--- config.mk ---
export PLATFORM = sky130hd
export DESIGN_NAME = sfci_host
export DESIGN_NICKNAME = d
export VERILOG_FILES = /design/src/hw/unused_placeholder_none.sv /design/src/hw/sfci_pkg.sv /design/src/hw/sfci_sync.sv /design/src/hw/sfci_shifter.sv /design/src/hw/sfci_host.sv
export VERILOG_INCLUDE_DIRS = /design/src /design/src/hw
export SDC_FILE = /design/constraint.sdc
export NUM_CORES = 1
export LEC_CHECK = 0
export BUFFER_PORTS_ARGS = -buffer_cell sky130_fd_sc_hd__clkbuf_2
export CAP_MARGIN = 15
export CORE_UTILIZATION = 54
export DETAILED_ROUTE_END_ITERATION = 8
export PLACE_DENSITY_LB_ADDON = 0.15
export SLEW_MARGIN = 20
export SYNTH_ARGS = -nofsm -noshare
export SYNTH_HDL_FRONTEND = slang
export SYNTH_SLANG_ARGS = --single-unit
--- constraint.sdc ---
create_clock -name clk_in -period 4.5 [get_ports clk_in]
set_input_delay 0 -clock clk_in [delete_from_list [all_inputs] [get_ports clk_in]]
set_output_delay 0 -clock clk_in [all_outputs]
set_load 0.02 [all_outputs]
--- src/hw/sfci_regs.svh ---
// Opcodes, field positions and timing counts of the serial flash host controller
`ifndef SFCI_REGS_SVH
`define SFCI_REGS_SVH
`define SFCI_OP_CONT_READ 8'he8
`define SFCI_OP_PAGE_READ 8'hd2
`define SFCI_OP_STATUS_READ 8'hd7
`define SFCI_OP_BUF1_READ 8'hd4
`define SFCI_OP_BUF2_READ 8'hd6
`define SFCI_OP_BUF1_WRITE 8'h84
`define SFCI_OP_BUF2_WRITE 8'h87
`define SFCI_OP_PROG_ERASE_B1 8'h83
`define SFCI_OP_PROG_ERASE_B2 8'h86
`define SFCI_OP_PROG_NOERASE_B1 8'h88
`define SFCI_OP_PROG_NOERASE_B2 8'h89
`define SFCI_OP_PROG_THRU_B1 8'h82
`define SFCI_OP_PROG_THRU_B2 8'h85
`define SFCI_OP_XFER_B1 8'h53
`define SFCI_OP_XFER_B2 8'h55
`define SFCI_OP_COMP_B1 8'h60
`define SFCI_OP_COMP_B2 8'h61
`define SFCI_OP_REWRITE_B1 8'h58
`define SFCI_OP_REWRITE_B2 8'h59
`define SFCI_OP_PAGE_ERASE 8'h81
`define SFCI_OP_BLOCK_ERASE 8'h50
`define SFCI_STAT_COMPARE_BIT 6
`define SFCI_STAT_READY_BIT 7
`define SFCI_PROTECTED_PAGES 256
`define SFCI_SCK_DIV 8
`define SFCI_CS_GAP 4
`endif

--- src/hw/unused_placeholder_none.sv ---
// Empty: no further design content
`timescale 1ns/1ps
`default_nettype none
`default_nettype wire

--- src/hw/sfci_pkg.sv ---
// Types shared by the serial flash host controller
package sfci_pkg;
  typedef enum logic [1:0] {
    SFCI_CLS_BUFFER,
    SFCI_CLS_STATUS,
    SFCI_CLS_ARRAY
  } sfci_class_e;
  typedef logic [7:0] sfci_byte_t;
endpackage : sfci_pkg

--- src/hw/sfci_sync.sv ---
// Two-flop synchroniser for levels entering the system clock domain
`timescale 1ns/1ps
`default_nettype none
module sfci_sync #(
  parameter int WIDTH = 1
) (
  input wire logic clk_in,
  input wire logic reset_in,
  input wire logic [WIDTH-1:0] async_in,
  input wire logic [WIDTH-1:0] reset_val_in,
  output logic [WIDTH-1:0] sync_out
);
  logic [WIDTH-1:0] meta_q;
  logic [WIDTH-1:0] sync_q;
  // First flop is only read by the second
  always_ff @(posedge clk_in or posedge reset_in) begin
    if (reset_in) begin
      meta_q <= '0;
      sync_q <= '0;
    end else begin
      meta_q <= async_in ^ reset_val_in;
      sync_q <= meta_q;
    end
  end
  assign sync_out = sync_q ^ reset_val_in;
endmodule : sfci_sync
`default_nettype wire

--- src/hw/sfci_shifter.sv ---
// Byte shifter for the serial link: mode 0 timing from a divided clock
`timescale 1ns/1ps
`default_nettype none
`include "sfci_regs.svh"
module sfci_shifter (
  input wire logic clk_in,
  input wire logic reset_in,
  input wire logic clk_en_in,
  input wire logic start_in,
  input wire logic [7:0] tx_byte_in,
  input wire logic miso_in,
  output logic busy_out,
  output logic done_out,
  output logic [7:0] rx_byte_out,
  output logic sck_out,
  output logic mosi_out
);
  logic [3:0] div_q;
  logic [3:0] bit_q;
  logic [7:0] tx_q;
  logic [7:0] rx_q;
  logic active_q;
  logic done_q;
  logic sck_q;
  logic half;
  assign half = (div_q == 4'(`SFCI_SCK_DIV / 2 - 1));
  // Divider makes the serial clock; the link has no second domain at this end
  always_ff @(posedge clk_in or posedge reset_in) begin
    if (reset_in) begin
      div_q <= 4'h0;
      sck_q <= 1'b0;
      bit_q <= 4'h0;
      tx_q <= 8'h00;
      rx_q <= 8'h00;
      active_q <= 1'b0;
      done_q <= 1'b0;
    end else if (clk_en_in) begin
      done_q <= 1'b0;
      if (!active_q) begin
        if (start_in) begin
          active_q <= 1'b1;
          tx_q <= tx_byte_in;
          bit_q <= 4'h0;
          div_q <= 4'h0;
        end
      end else if (half) begin
        div_q <= 4'h0;
        sck_q <= !sck_q;
        if (!sck_q) begin
          rx_q <= {rx_q[6:0], miso_in};
        end else begin
          tx_q <= {tx_q[6:0], 1'b0};
          bit_q <= bit_q + 4'h1;
          if (bit_q == 4'h7) begin
            active_q <= 1'b0;
            done_q <= 1'b1;
          end
        end
      end else begin
        div_q <= div_q + 4'h1;
      end
    end
  end
  assign busy_out = active_q;
  assign done_out = done_q;
  assign rx_byte_out = rx_q;
  assign sck_out = sck_q;
  assign mosi_out = tx_q[7];
endmodule : sfci_shifter
`default_nettype wire

--- src/hw/sfci_host.sv ---
// Host controller that drives the serial page flash through its pins
// Contract
// - Host never starts an array command while another array command runs.
// - Data presented for rising-edge capture, read back after falling-edge shift.
// - Each command framed by select falling edge and select rising edge.
// - Each read has legacy and mode 0/3 opcodes; host uses mode 0/3 set.
// - 83H/86H program page from buffer 1/2 with erase.
// - 88H/89H program erased page from buffer 1/2 without erase.
// - 82H/85H write buffer 1/2 then program page.
// - 53H/55H transfer page into buffer 1/2.
// - 60H/61H compare page with buffer 1/2.
// - 58H/59H auto page rewrite through buffer 1/2.
// - 81H erases a single page.
// - 50H erases a block of eight pages.
`timescale 1ns/1ps
`default_nettype none
`include "sfci_regs.svh"
module sfci_host
  import sfci_pkg::*;
#(
  parameter int RESET_HOLD = 16
) (
  input wire logic clk_in,
  input wire logic reset_in,
  input wire logic clk_en_in,
  input wire logic cmd_valid_in,
  output logic cmd_ready_out,
  input wire logic [7:0] cmd_opcode_in,
  input wire logic [23:0] cmd_addr_in,
  input wire logic [15:0] cmd_len_in,
  input wire logic wr_valid_in,
  output logic wr_ready_out,
  input wire logic [7:0] wr_data_in,
  output logic rd_valid_out,
  output logic [7:0] rd_data_out,
  output logic cmd_done_out,
  output logic cmd_refused_out,
  output logic compare_mismatch_out,
  input wire logic protect_en_in,
  input wire logic dev_reset_req_in,
  output logic flash_cs_n_out,
  output logic flash_sck_out,
  output logic flash_si_out,
  input wire logic flash_so_in,
  output logic flash_wp_n_out,
  output logic flash_reset_n_out,
  input wire logic flash_ready_in
);
  import sfci_pkg::*;

  typedef enum logic [2:0] {
    SFCI_IDLE,
    SFCI_SEL,
    SFCI_SHIFT,
    SFCI_DESEL,
    SFCI_POLL,
    SFCI_RESET
  } sfci_state_e;

  ////////////////////////////////////////////////////////////////////////////
  // Opcode classes
  function automatic sfci_class_e op_class(input logic [7:0] op);
    case (op)
      `SFCI_OP_BUF1_READ, `SFCI_OP_BUF2_READ,
      `SFCI_OP_BUF1_WRITE, `SFCI_OP_BUF2_WRITE: op_class = SFCI_CLS_BUFFER;
      `SFCI_OP_STATUS_READ: op_class = SFCI_CLS_STATUS;
      default: op_class = SFCI_CLS_ARRAY;
    endcase
  endfunction : op_class

  // Commands that change array contents and fall under write protect
  function automatic logic is_modify(input logic [7:0] op);
    case (op)
      `SFCI_OP_PROG_ERASE_B1, `SFCI_OP_PROG_ERASE_B2,
      `SFCI_OP_PROG_NOERASE_B1, `SFCI_OP_PROG_NOERASE_B2,
      `SFCI_OP_PROG_THRU_B1, `SFCI_OP_PROG_THRU_B2,
      `SFCI_OP_REWRITE_B1, `SFCI_OP_REWRITE_B2,
      `SFCI_OP_PAGE_ERASE, `SFCI_OP_BLOCK_ERASE: is_modify = 1'b1;
      default: is_modify = 1'b0;
    endcase
  endfunction : is_modify

  // Buffer touched by a command: 1 or 2, 0 for none
  function automatic logic [1:0] buf_of(input logic [7:0] op);
    case (op)
      `SFCI_OP_BUF1_READ, `SFCI_OP_BUF1_WRITE, `SFCI_OP_PROG_ERASE_B1,
      `SFCI_OP_PROG_NOERASE_B1, `SFCI_OP_PROG_THRU_B1, `SFCI_OP_XFER_B1,
      `SFCI_OP_COMP_B1, `SFCI_OP_REWRITE_B1: buf_of = 2'h1;
      `SFCI_OP_BUF2_READ, `SFCI_OP_BUF2_WRITE, `SFCI_OP_PROG_ERASE_B2,
      `SFCI_OP_PROG_NOERASE_B2, `SFCI_OP_PROG_THRU_B2, `SFCI_OP_XFER_B2,
      `SFCI_OP_COMP_B2, `SFCI_OP_REWRITE_B2: buf_of = 2'h2;
      default: buf_of = 2'h0;
    endcase
  endfunction : buf_of

  function automatic logic is_known(input logic [7:0] op);
    case (op)
      `SFCI_OP_CONT_READ, `SFCI_OP_PAGE_READ, `SFCI_OP_STATUS_READ,
      `SFCI_OP_BUF1_READ, `SFCI_OP_BUF2_READ, `SFCI_OP_BUF1_WRITE,
      `SFCI_OP_BUF2_WRITE, `SFCI_OP_XFER_B1, `SFCI_OP_XFER_B2,
      `SFCI_OP_COMP_B1, `SFCI_OP_COMP_B2, `SFCI_OP_PAGE_ERASE,
      `SFCI_OP_BLOCK_ERASE: is_known = 1'b1;
      default: is_known = is_modify(op);
    endcase
  endfunction : is_known

  ////////////////////////////////////////////////////////////////////////////
  // Pin inputs pass two flops; ready idles high, so it resets high
  logic [1:0] pins_sync;
  logic so_s;
  logic ready_s;
  sfci_sync #(.WIDTH(2)) u_sync (
    .clk_in(clk_in),
    .reset_in(reset_in),
    .async_in({flash_so_in, flash_ready_in}),
    .reset_val_in(2'b01),
    .sync_out(pins_sync)
  );
  assign so_s = pins_sync[1];
  assign ready_s = pins_sync[0];

  ////////////////////////////////////////////////////////////////////////////
  // Byte shifter
  logic sh_start;
  logic sh_busy;
  logic sh_done;
  logic [7:0] sh_tx;
  logic [7:0] sh_rx;
  logic sh_sck;
  sfci_shifter u_shift (
    .clk_in(clk_in),
    .reset_in(reset_in),
    .clk_en_in(clk_en_in),
    .start_in(sh_start),
    .tx_byte_in(sh_tx),
    .miso_in(so_s),
    .busy_out(sh_busy),
    .done_out(sh_done),
    .rx_byte_out(sh_rx),
    .sck_out(sh_sck),
    .mosi_out(flash_si_out)
  );
  // SCK idles low at select fall, so the device picks mode 0
  assign flash_sck_out = sh_sck;

  ////////////////////////////////////////////////////////////////////////////
  sfci_state_e state_q;
  logic [7:0] op_q;
  logic [23:0] addr_q;
  logic [15:0] len_q;
  logic [15:0] cnt_q;
  logic [3:0] gap_q;
  logic [7:0] rst_q;
  logic cs_n_q;
  logic array_busy_q;
  logic [1:0] busy_buf_q;
  logic poll_q;
  logic rd_valid_q;
  logic [7:0] rd_data_q;
  logic done_q;
  logic refused_q;
  logic mismatch_q;
  logic [15:0] total;
  logic [15:0] status_len;
  sfci_class_e cls_in;
  logic blocked;
  logic protected_hit;
  logic is_write;
  logic is_read;

  assign cls_in = op_class(cmd_opcode_in);
  // refuse the buffer held by a running array command
  assign blocked = array_busy_q &&
                   (cls_in == SFCI_CLS_ARRAY ||
                    (buf_of(cmd_opcode_in) != 2'h0 && buf_of(cmd_opcode_in) == busy_buf_q));
  // page field sits at address bits 19:9; low 256 pages protected
  assign protected_hit = protect_en_in && is_modify(cmd_opcode_in) &&
                         (cmd_addr_in[19:9] < 11'(`SFCI_PROTECTED_PAGES));
  assign is_write = (op_q == `SFCI_OP_BUF1_WRITE) || (op_q == `SFCI_OP_BUF2_WRITE) ||
                    (op_q == `SFCI_OP_PROG_THRU_B1) || (op_q == `SFCI_OP_PROG_THRU_B2);
  assign is_read = !is_write && (poll_q || op_class(op_q) != SFCI_CLS_ARRAY ||
                   op_q == `SFCI_OP_CONT_READ || op_q == `SFCI_OP_PAGE_READ);
  // Header length: opcode plus three address bytes, status read opcode only; array and buffer reads add dummy bytes
  assign total = poll_q ? 16'h0001 :
                 (op_q == `SFCI_OP_STATUS_READ) ? 16'h0001 :
                 (op_q == `SFCI_OP_CONT_READ || op_q == `SFCI_OP_PAGE_READ) ? 16'h0008 :
                 (op_q == `SFCI_OP_BUF1_READ || op_q == `SFCI_OP_BUF2_READ) ? 16'h0005 :
                 16'h0004;
  assign status_len = poll_q ? 16'h0002 : total + (is_read || is_write ? len_q : 16'h0000);

  // Commands taken in idle outside device reset; colliding ones are refused after
  assign cmd_ready_out = (state_q == SFCI_IDLE) && !dev_reset_req_in && (rst_q == 8'h00);
  assign wr_ready_out = (state_q == SFCI_SHIFT) && is_write && !sh_busy && !sh_done &&
                        (cnt_q >= total) && (cnt_q < status_len);

  // Shifter byte source
  always_comb begin
    sh_tx = 8'h00;
    if (cnt_q == 16'h0000) begin
      sh_tx = poll_q ? `SFCI_OP_STATUS_READ : op_q;
    end else if (cnt_q < 16'h0004 && !poll_q && op_q != `SFCI_OP_STATUS_READ) begin
      sh_tx = (cnt_q == 16'h0001) ? addr_q[23:16] :
              (cnt_q == 16'h0002) ? addr_q[15:8] : addr_q[7:0];
    end else if (is_write) begin
      sh_tx = wr_data_in;
    end
  end
  assign sh_start = (state_q == SFCI_SHIFT) && !sh_busy && !sh_done &&
                    (cnt_q < status_len) &&
                    (!(is_write && cnt_q >= total) || wr_valid_in);

  ////////////////////////////////////////////////////////////////////////////
  // Command sequencer
  always_ff @(posedge clk_in or posedge reset_in) begin
    if (reset_in) begin
      state_q <= SFCI_RESET;
      op_q <= 8'h00;
      addr_q <= 24'h000000;
      len_q <= 16'h0000;
      cnt_q <= 16'h0000;
      gap_q <= 4'h0;
      cs_n_q <= 1'b1;
      poll_q <= 1'b0;
      refused_q <= 1'b0;
    end else if (clk_en_in) begin
      refused_q <= 1'b0;
      case (state_q)
        SFCI_IDLE: begin
          if (dev_reset_req_in || rst_q != 8'h00) begin
            state_q <= SFCI_RESET;
          end else if (array_busy_q && !cmd_valid_in) begin
            poll_q <= 1'b1;
            state_q <= SFCI_SEL;
          end else if (cmd_valid_in) begin
            if (blocked || protected_hit || !is_known(cmd_opcode_in)) begin
              refused_q <= 1'b1;
            end else begin
              op_q <= cmd_opcode_in;
              addr_q <= cmd_addr_in;
              len_q <= cmd_len_in;
              poll_q <= 1'b0;
              state_q <= SFCI_SEL;
            end
          end
        end
        SFCI_SEL: begin
          cs_n_q <= 1'b0;
          cnt_q <= 16'h0000;
          state_q <= SFCI_SHIFT;
        end
        SFCI_SHIFT: begin
          if (sh_done) begin
            cnt_q <= cnt_q + 16'h0001;
          end
          if (!sh_busy && !sh_done && !sh_start && cnt_q >= status_len) begin
            state_q <= SFCI_DESEL;
          end
        end
        SFCI_DESEL: begin
          // select rising ends the frame and launches array work
          cs_n_q <= 1'b1;
          gap_q <= 4'(`SFCI_CS_GAP);
          state_q <= SFCI_POLL;
        end
        SFCI_POLL: begin
          if (gap_q != 4'h0) begin
            gap_q <= gap_q - 4'h1;
          end else begin
            poll_q <= 1'b0;
            state_q <= SFCI_IDLE;
          end
        end
        SFCI_RESET: begin
          // No frame until the device has left its own reset
          if (!dev_reset_req_in && rst_q == 8'h00) begin
            state_q <= SFCI_IDLE;
          end
        end
        default: state_q <= SFCI_IDLE;
      endcase
    end
  end

  ////////////////////////////////////////////////////////////////////////////
  // device reset pulse, held RESET_HOLD cycles and while requested
  always_ff @(posedge clk_in or posedge reset_in) begin
    if (reset_in) begin
      rst_q <= 8'(RESET_HOLD);
    end else if (clk_en_in) begin
      if (dev_reset_req_in) begin
        rst_q <= 8'(RESET_HOLD);
      end else if (rst_q != 8'h00) begin
        rst_q <= rst_q - 8'h01;
      end
    end
  end
  assign flash_reset_n_out = (rst_q == 8'h00) && !dev_reset_req_in;

  ////////////////////////////////////////////////////////////////////////////
  // Array busy tracking from status polls and the ready pin
  always_ff @(posedge clk_in or posedge reset_in) begin
    if (reset_in) begin
      array_busy_q <= 1'b0;
      busy_buf_q <= 2'h0;
      mismatch_q <= 1'b0;
      done_q <= 1'b0;
    end else if (clk_en_in) begin
      done_q <= 1'b0;
      if (state_q == SFCI_RESET || dev_reset_req_in) begin
        array_busy_q <= 1'b0;
        busy_buf_q <= 2'h0;
      end else if (state_q == SFCI_DESEL && !poll_q) begin
        done_q <= 1'b1;
        if (op_class(op_q) == SFCI_CLS_ARRAY && op_q != `SFCI_OP_CONT_READ &&
            op_q != `SFCI_OP_PAGE_READ) begin
          array_busy_q <= 1'b1;
          busy_buf_q <= buf_of(op_q);
        end
      end else if (poll_q && sh_done && cnt_q == 16'h0001 && sh_rx[`SFCI_STAT_READY_BIT] &&
                   ready_s) begin
        // only free once status and pin both show ready
        array_busy_q <= 1'b0;
        busy_buf_q <= 2'h0;
        // compare outcome from status bit 6
        mismatch_q <= sh_rx[`SFCI_STAT_COMPARE_BIT];
      end
    end
  end

  // Read data capture past the header bytes
  always_ff @(posedge clk_in or posedge reset_in) begin
    if (reset_in) begin
      rd_valid_q <= 1'b0;
      rd_data_q <= 8'h00;
    end else if (clk_en_in) begin
      rd_valid_q <= sh_done && !poll_q && is_read && (cnt_q >= total);
      if (sh_done) begin
        rd_data_q <= sh_rx;
      end
    end
  end

  // select held high outside frames and through reset
  assign flash_cs_n_out = cs_n_q;
  // protect pin driven high unless protection asked for
  assign flash_wp_n_out = !protect_en_in;
  assign rd_valid_out = rd_valid_q;
  assign rd_data_out = rd_data_q;
  assign cmd_done_out = done_q;
  assign cmd_refused_out = refused_q;
  assign compare_mismatch_out = mismatch_q;
endmodule : sfci_host
`default_nettype wire

==> impl_metrics.tcl, run 1 <==
set metrics [dict create \
    yosysSeqAreaShare 0.4196 \
    hold_path_startpoint "cmd_opcode_in[4]" \
    num_io_pins 84 \
    first_pass_iters 7 \
    fp.dieArea_um2 14530 \
    insertion_delay_ns 0.42 \
    start_util 0.5639 \
    cts_made_buffers 17 \
    startpoint "op_q[2]" \
    power_mw 3.998 \
    final_cell_area_um2 9779 \
    synth_area_um2 7586 \
    postSynthNetCount 868 \
    seq_area_um2 3188 \
    synth_commonest_cells "dfrtp_1 (123), nand2_1 (69), mux2_2 (50)" \
    maxSlewHeadroom 0.3495 \
    synth_top_area_frac 0.4057 \
    antenna_found_initial 0 \
    yosys-top-cells-area "dfrtp_1 (41%), mux2_2 (7.4%), ha_1 (5.1%)" \
    core_um2 13450 \
    grtUsageTotal 0.2892 \
    final_nets 1026 \
    grt_first_pass_wirelength_mm 32.90 \
    tightest_slew_ns 0.9737 \
    dr.first_iter.drc_count 444 \
    antenna_left 0 \
    placed_cell_area_um2 8328 \
    num_antenna_cells 0 \
    path_max_fanout 6 \
    required_ns 4.80 \
    cp-start-kind "flop" \
    final.setup.worst_slack_ns -0.008817 \
    vdd_drop_max_uv 271.4 \
    cts_tree "built" \
    h-tree-depth 4 \
    gr-total-overflow 0 \
    ys_dominant_reg_cell "dfrtp_1" \
    power_leakage_nw 4.668 \
    yosysWarnings 0 \
    routedWlPerCell_um 17.76 \
    grt_max_degree 66 \
    crit_type "reg2reg" \
    ys_types 77 \
    wl_mm 19.87 \
    remaining_drc_errors 0 \
    violations "setup timing" \
    area_growth_pct 28.91 \
    clkSlewWorstSetupHoldPaths_ns 0.06 \
    hold_violations 0 \
    multi_input_area_um2 4340 \
    grt_pass1_vias 6812 \
    layout-drive-gt1-share 0.2768 \
    r2r-start "op_q[2]" \
    die_w_um 120.5 \
    setup_viol 1 \
    rows 42 \
    dpl_worst_slack_ns -0.3567 \
    async_flop_share 1.000 \
    fp.dieH_um 120.5 \
    post-route-period-util 1.002 \
    crit_arrival_ns 4.81 \
    fmax_mhz 221.8 \
    drv_slew 0 \
    power_density_nw_per_um2 408.9 \
    vias 6681 \
    gp_congestion 0.9037 \
    routed_via_density 5.971 \
    status "complete, but fails checks" \
    ys_ff_latch 127 \
    finClkSkew_ns 0.01225 \
    synthMostInstantiatedCell "dfrtp_1" \
    rsz0062_at_grt "yes" \
    io_buffer_count 83 \
    syn_avg_cell_area_um2 9.826 \
    clock-sinks 127 \
    cts_buffer_depth 2 \
    hpwlAfterDp_mm 13.67 \
    endpoint_kind "flop" \
    synth_edf_count 0 \
    fillerInstances 962 \
    synth_area_leader_cell "dfrtp_1" \
    synthCells 772 \
    hold_class "in2reg" \
    cts-root-buf "clkbuf_16" \
    fin_crit_ns 4.509 \
    drv_cap 0 \
]
[area by class of cell]
| cell class | instances | share of cell area |
|---|---|---|
| repair buffers | 178 | 0.1309 |
| inverters | 33 | 0.01292 |
| clock inverters | 10 | 0.01638 |
| well taps | 176 | 0.02252 |
| flip-flops and latches | 127 | 0.3260 |
| clock buffers | 22 | 0.04747 |
| multi-input cells | 573 | 0.4438 |
[registers in the layout, indices dropped and copies added (netlist names), 4 cells and up]
signal               cells
u_shift.bit_q            4
addr_q                  24
u_shift.rx_byte_out      8
op_q                     8
u_shift.div_q            4
rst_q                    8
cnt_q                   16
u_shift.tx_q             8
rd_data_out              8
len_q                   16
gap_q                    4
[layer usage]
layer  wire (µm)  global-route usage  vias to the layer above
li1            -                   -                     3143
met1        8744              0.3711                     3299
met2        9673              0.4763                      198
met3         901             0.05472                       41
met4         549              0.1273                        0
met5           0                   0                        -
[repair_timing]
item / 4_1_cts / 5_1_grt
hold endpoints to repair: 98 / 0
setup endpoints to repair: 20 / 19
hold buffers: 54 / 0
setup buffers: 4 / 2
gates cloned: 0 / 1
gates resized for setup: 29 / 24
pin swaps: 13 / 15
[where the power goes]
part / internal [mW] / total, mW / switching (mW)
Clock: 0.955 / 1.46 / 0.502
Combinational: 0.497 / 1.04 / 0.541
Sequential: 1.32 / 1.50 / 0.185
[path summary, 6_finish.rpt]
| kind | end | slack [ns] | depth (start not counted) |
|---|---|---|---|
| setup / recovery | u_shift.bit_q[0] | -0.009 | 22 |
| hold / removal | op_q[4] | 0.04 | 2 |
| setup reg to reg | u_shift.bit_q[0] | -0.009 | 22 |
| hold reg to reg | u_sync.sync_q[1] | 0.35 | 0 |
| max in group asynchronous | op_q[6] | 3.25 | 4 |
| min in group asynchronous | u_shift.rx_byte_out[1] | 0.07 | 3 |
[placed cells by master (no fill, tap or decap), types with 5 or more instances in the layout]
cell	synthesis	routed
mux2_1	22	22
o31ai_1	8	8
nor3b_1	9	9
o22ai_1	6	5
clkbuf_2	0	82
a32oi_1	5	5
dfrtp_1	123	119
buf_4	2	39
a21oi_1	45	38
a2bb2oi_2	0	5
xor2_1	25	25
or3_1	9	8
clkbuf_16	0	17
nor3_1	18	16
dlygate4sd3_1	0	54
nand2b_1	7	7
a311oi_1	6	5
nor2_1	49	47
and3_1	12	12
nor2b_1	12	11
a221oi_1	5	5
o21ai_0	28	26
a21oi_2	0	7
ha_1	31	27
and3b_1	6	6
nand2_1	69	67
mux2_2	50	49
nor4_1	9	9
xnor2_1	6	6
a22o_1	6	6
inv_1	31	30
a21o_1	6	6
nand3_1	26	25
nand4_1	15	15
[kinds of logic (layout without fill, tap and decap cells)]
kind of cell	Yosys count	count (layout)	synth area share
XOR/XNOR	31	31	0.03579
AND/OR/NAND/NOR	271	271	0.1928
AO/OA/AOI/OAI	164	164	0.1475
buffers and inverters	72	243	0.04041
adder cells (fa/ha/maj)	31	31	0.05113
flip-flops	127	127	0.4196
multiplexers	76	76	0.1128
[through the flow]
stage,utilization,setup TNS [ns],hold slack [ns],instances
global route,0.7269,-3.374,0.03995,1119
global placement,0.6190,-0.3276,-0.05770,1026
detailed placement,0.6190,-5.787,-0.04690,1026
finish,0.7269,-0.008817,0.04152,1119
CTS,0.7176,-0.06472,0.01818,1116
floorplan,-,0,0.03143,772
[critical path, cell delays in order (launching register included)]
cell and delay, ns:
dfrtp_2 0.45, buf_4 0.16, and3_1 0.14, o2111ai_1 0.23, a21oi_2 0.11, nor2_4 0.13
nor2b_1 0.07, ha_2 0.20, ha_4 0.16, a21o_1 0.18, a21oi_2 0.20, buf_4 0.15
nor2_1 0.04, xor2_1 0.16, nand2_1 0.09, ha_1 0.31, nand2_1 0.08, o21a_1 0.13
o22ai_2 0.09, or4_4 0.60, o21ai_4 0.24, nand2_4 0.13, mux2_4 0.33
Note: power is estimated with default switching activity, not from simulation.
==> run 2, diff against run 1 <==
Settings changed: RECOVER_POWER set to 50.
==> run 2 against run 1 <==
  * Clock skew is essentially flat
  * Worst hold slack worse by 0.00064 ns
  * Sequential power is essentially flat
  * First-iteration DRC count grew 12%
  * The run ends with capacitance limit, slew limit, setup timing left
  * Final cell count did not move
  * Sequential share of layout area is 0.092 points higher
  * Highest routed layer unchanged
==> impl_metrics.tcl, run 2 (same netlist as run 1, synthesis figures left out) <==
set metrics [dict create \
    final.setup.worst_slack_ns -0.01548 \
    largest_reg_flops 24 \
    cts_buffer_depth 2 \
    io_buffer_count 83 \
    biggestRegsByFlops "addr_q x24, cnt_q x16, len_q x16" \
    critPathSlowestCell "or4_4" \
    grt_first_pass_wirelength_mm 32.90 \
    fillerInstances 972 \
    top_register "addr_q" \
    grt_max_degree 66 \
    finClkSkew_ns 0.01232 \
    min_path_cells 2 \
    fmax_mhz 221.5 \
    grtUsageTotal 0.2892 \
    tightest_slew_ns 2.194 \
    rsz0062_at_grt "yes" \
    switchingPower_mw 1.229 \
    layout-drive-gt1-share 0.2587 \
    crit_buf_inv 2 \
    p_sw_frac 0.3077 \
    crit_chain "buf_4 -> and3_1 -> o2111ai_1 -> a21oi_2 -> nor2_4 -> nor2b_1 -> ha_2 -> ha_4 -> a21o_1 -> a21oi_2 -> buf_4 -> nor2_1 -> xor2_1 -> nand2_1 -> ha_1 -> nand2_1 -> o21a_1 -> o22ai_2 -> or4_4 -> o21ai_4 -> nand2_4 -> mux2_4" \
    antenna_found_initial 0 \
    dr.first_iter.drc_count 496 \
    tns_ns -0.01636 \
    drv_slew 109 \
    start_util 0.5639 \
    endpoint_kind "flop" \
    remaining_drc_errors 0 \
    fp.dieH_um 120.5 \
    routed_via_density 5.954 \
    power_density_nw_per_um2 409.7 \
    required_ns 4.80 \
    die_w_um 120.5 \
    core_um2 13450 \
    clkSlewWorstSetupHoldPaths_ns 0.06 \
    final_common_cell "dfrtp_1" \
    layout_common_cells "dfrtp_1 (119), nand2_1 (67), clkbuf_2 (67), dlygate4sd3_1 (54), mux2_2 (49)" \
    post-route-period-util 1.003 \
    hold_violations 0 \
    vias 6663 \
    num_io_pins 84 \
    p_int_mw 2.766 \
    h-tree-depth 4 \
    routedWlPerCell_um 17.70 \
    status "complete, but fails checks" \
    violations "capacitance limit, slew limit, setup timing" \
    critPathMaxStageDelay_ns 0.60 \
    grt_pass1_vias 6812 \
    hold_class "in2reg" \
    first_pass_iters 5 \
    fin_crit_ns 4.515 \
    antenna_left 0 \
    cts_tree "built" \
    num_antenna_cells 0 \
    cts-root-buf "clkbuf_16" \
    setup_viol 2 \
    utilization 0.7249 \
    vdd_drop_max_uv 271.0 \
    drv_cap 2 \
    crit_arrival_ns 4.81 \
    rows 42 \
    dpl_worst_slack_ns -0.3567 \
    hpwlAfterDp_mm 13.67 \
    path_depth 22 \
    cp-start-kind "flop" \
    gr-total-overflow 0 \
    fp.dieArea_um2 14530 \
    r2r_cells 22 \
    power_leakage_nw 4.605 \
    path_max_fanout 6 \
    clock-sinks 127 \
    p_seq_frac 0.376 \
    p_clk_frac 0.365 \
    wl_mm 19.81 \
    gp_congestion 0.9037 \
    final_nets 1026 \
    insertion_delay_ns 0.42 \
    maxSlewHeadroom -0.4630 \
    cts_made_buffers 17 \
    critical-path-top-delay-family "simple AND/OR/NAND/NOR gates" \
    crit_type "reg2reg" \
    pwr-share-comb 0.259 \
    area_growth_pct 28.55 \
]
run 2: cell count changes in the layout (fill, tap and decap cells not counted), sizes merged:
cell,before,now
clkbuf,105,107
clkinvlp,1,2
inv,32,31
buf,41,39
run 2: final cells by class:
type / count / area (µm²) / area share
multi-input cells: 573 / 4340 / 0.4451
repair buffers: 178 / 1254 / 0.1286
clock buffers: 22 / 464.2 / 0.04760
flip-flops and latches: 127 / 3188 / 0.3269
clock inverters: 10 / 160.2 / 0.01642
well taps: 176 / 220.2 / 0.02258
inverters: 33 / 125.1 / 0.01283
run 2: power by group through the flow:
stage                     Sequential (mW)  Clock [mW]  Combinational, mW
after global placement               1.50           0              0.889
after floorplan                      1.46           0              0.703
after global routing                 1.53        1.53               1.15
after CTS                            1.50        1.47              0.993
after detailed placement             1.51           0              0.923
final                                1.50        1.46               1.03
run 2: path summary, 6_finish.rpt:
kind	startpoint	end	slack, ns
max in group asynchronous	reset_in	cmd_done_out	1.72
max reg2reg	op_q[2]	u_shift.bit_q[0]	-0.02
max	op_q[2]	u_shift.bit_q[0]	-0.02
min reg2reg	u_sync.meta_q[1]	u_sync.sync_q[1]	0.35
min in group asynchronous	reset_in	u_shift.rx_byte_out[1]	0.26
min	cmd_opcode_in[6]	op_q[6]	0.04
run 2: per-layer routing:
layer / vias up / track usage / wire, µm
met5: - / 0 / 0
met1: 3283 / 0.3711 / 8738
met4: 0 / 0.1273 / 556
li1: 3149 / - / -
met3: 43 / 0.05472 / 865
met2: 188 / 0.4763 / 9645
run 2: stage by stage:
stage | hold slack [ns] | area (µm²) | std cells | total power [mW]
5_1_grt | 0.03995 | 9752 | 1119 | 4.198
6_report | 0.04088 | 9752 | 1119 | 3.995
3_3_place_gp | -0.05770 | 8328 | 1026 | 2.389
3_5_place_dp | -0.04690 | 8328 | 1026 | 2.437
4_1_cts | 0.01818 | 9654 | 1116 | 3.962
2_1_floorplan | 0.03143 | 7614 | 772 | 2.162
run 2: what timing repair did:
action                                  in CTS  in global routing
gates resized for setup                     29                 24
gates cloned                                 0                  1
hold buffers                                54                  0
hold endpoints to repair                    98                  0
setup buffers                                4                  2
pin swaps                                   13                 15
endpoints found under the setup margin      20                 19
==> run 3, diff against run 2 <==
Settings changed: SKIP_CTS_REPAIR_TIMING set to 1.
==> run 3 against run 2 <==
  * The run ends with hold timing, capacitance limit, slew limit, setup timing left
  * Maximum frequency decreased by 2.4%
  * Sequential share of layout area is 0.22 points higher
  * Worst hold slack worse by 0.046 ns
  * Combinational power barely moved
  * Total power is 0.34% lower
  * Via count about the same
  * Sequential power is essentially flat
  * First-iteration DRC count increased by 1.2%
  * Sequential cell count stayed put
  * Largest cell class unchanged
  * Largest power group unchanged
==> impl_metrics.tcl, run 3 (same netlist as run 1, synthesis figures left out) <==
set metrics [dict create \
    status "complete, but fails checks" \
    violations "hold timing, capacitance limit, slew limit, setup timing" \
    fmax_mhz 216.1 \
    finClkSkew_ns 0.007913 \
    dr.first_iter.drc_count 502 \
    p_clk_frac 0.366 \
    required_ns 4.84 \
    tightest_slew_ns 2.242 \
    power_leakage_nw 4.581 \
    cts_tree "built" \
    top_register "addr_q" \
    dpl_worst_slack_ns -0.3567 \
    hold_ws_ns -0.004907 \
    first_pass_iters 6 \
    h-tree-depth 4 \
    setup_viol 15 \
    r2r_cells 21 \
    layout-drive-gt1-share 0.2540 \
    p_int_mw 2.760 \
    antenna_left 0 \
    min_path_cells 2 \
    fp.dieH_um 120.5 \
    maxSlewHeadroom -0.4944 \
    path_max_fanout 6 \
    hpwlAfterDp_mm 13.67 \
    final_nets 1020 \
    p_sw_frac 0.3068 \
    vdd_drop_max_uv 270.5 \
    final_common_cell "dfrtp_1" \
    power_density_nw_per_um2 411.2 \
    gp_congestion 0.9037 \
    pwr-share-comb 0.257 \
    rsz0062_at_grt "yes" \
    core_um2 13450 \
    vias 6668 \
    fin_crit_ns 4.627 \
    cts-root-buf "clkbuf_16" \
    fp.dieArea_um2 14530 \
    num_io_pins 84 \
    gr-total-overflow 0 \
    grt_max_degree 66 \
    power_mw 3.982 \
    grt_pass1_vias 6397 \
    drv_cap 2 \
    routedWlPerCell_um 17.85 \
    layout_common_cells "dfrtp_1 (120), clkbuf_2 (67), nand2_1 (66), mux2_2 (50), dlygate4sd3_1 (50)" \
    utilization 0.7198 \
    start_util 0.5639 \
    drv_slew 109 \
    biggestRegsByFlops "addr_q x24, cnt_q x16, len_q x16" \
    cts_made_buffers 17 \
    crit_type "reg2reg" \
    post-route-period-util 1.028 \
    wl_mm 19.88 \
    largest_reg_flops 24 \
    clock-sinks 127 \
    routed_via_density 5.986 \
    antenna_found_initial 1 \
    area_growth_pct 27.64 \
    cts_buffer_depth 2 \
    switchingPower_mw 1.221 \
    endpoint_kind "flop" \
    remaining_drc_errors 0 \
    clkSlewWorstSetupHoldPaths_ns 0.06 \
    p_seq_frac 0.377 \
    insertion_delay_ns 0.42 \
    io_buffer_count 83 \
    hold_class "in2reg" \
    cp-start-kind "flop" \
    final.setup.worst_slack_ns -0.1272 \
    hold_violations 2 \
    die_w_um 120.5 \
    post_layout_nonfiller_instances 1114 \
    rows 42 \
    grtUsageTotal 0.2706 \
    dpl.cell_count 1026 \
    crit_arrival_ns 4.97 \
    grt_first_pass_wirelength_mm 30.83 \
]
==> run 3: layout make-up <==
class                   instances  area (µm²)
fillers                       983        3770
diodes                          1       2.502
clock inverters                10       160.2
repair buffers                172        1200
inverters                      33       125.1
well taps                     176       220.2
multi-input cells             573        4324
flip-flops and latches        127        3187
clock buffers                  22       464.2
==> run 3: metrics by stage <==
step | setup TNS [ns] | area, µm² | hold slack [ns]
final | -1.238 | 9683 | -0.004907
after global placement | -0.3276 | 8328 | -0.05770
after global routing | -5.698 | 9683 | 0.01596
after floorplan | 0 | 7614 | 0.03143
after CTS | -6.535 | 8952 | -0.4897
after detailed placement | -5.787 | 8328 | -0.04690
==> run 3: routing by layer <==
layer	wire [µm]	part of all wire	GRT usage
met5	0	0	0
met4	498	0.025	0.1080
met3	988	0.050	0.05755
met2	9793	0.49	0.4343
met1	8601	0.43	0.3574
==> run 3: final timing paths <==
kind                                  startpoint  slack (ns)                     end
worst max-delay path                     op_q[6]       -0.13              state_q[2]
worst min-delay path            cmd_opcode_in[2]      -0.005                 op_q[2]
worst max register to register           op_q[6]       -0.13              state_q[2]
worst min register to register  u_sync.meta_q[1]        0.35        u_sync.sync_q[1]
max in group asynchronous               reset_in        1.68            cmd_done_out
min in group asynchronous               reset_in        0.27  u_shift.rx_byte_out[1]
==> run 3: critical path, cell delays in order, from the launching register on <==
cell and delay, ns:
dfrtp_2 0.45, nor4b_2 0.29, o2111ai_1 0.18, a21oi_2 0.23, nor2_4 0.06, nor2b_1 0.13, ha_2 0.24, ha_4 0.14
a21o_1 0.12, a21oi_2 0.08, nor3_4 0.29, nand3_1 0.13, xnor2_1 0.19, nand2_1 0.09, ha_1 0.30, nand2_2 0.06
or3_4 0.39, a311oi_2 0.19, nor3_1 0.07, or4_1 0.41, o22a_2 0.22, mux2_4 0.30
==> run 3: power by group through the flow <==
stage	clock network (mW)	logic, mW	registers [mW]
4_1_cts	1.47	0.929	1.50
3_3_place_gp	0	0.889	1.50
6_report	1.46	1.02	1.50
3_5_place_dp	0	0.923	1.51
2_1_floorplan	0	0.703	1.46
5_1_grt	1.52	1.14	1.53
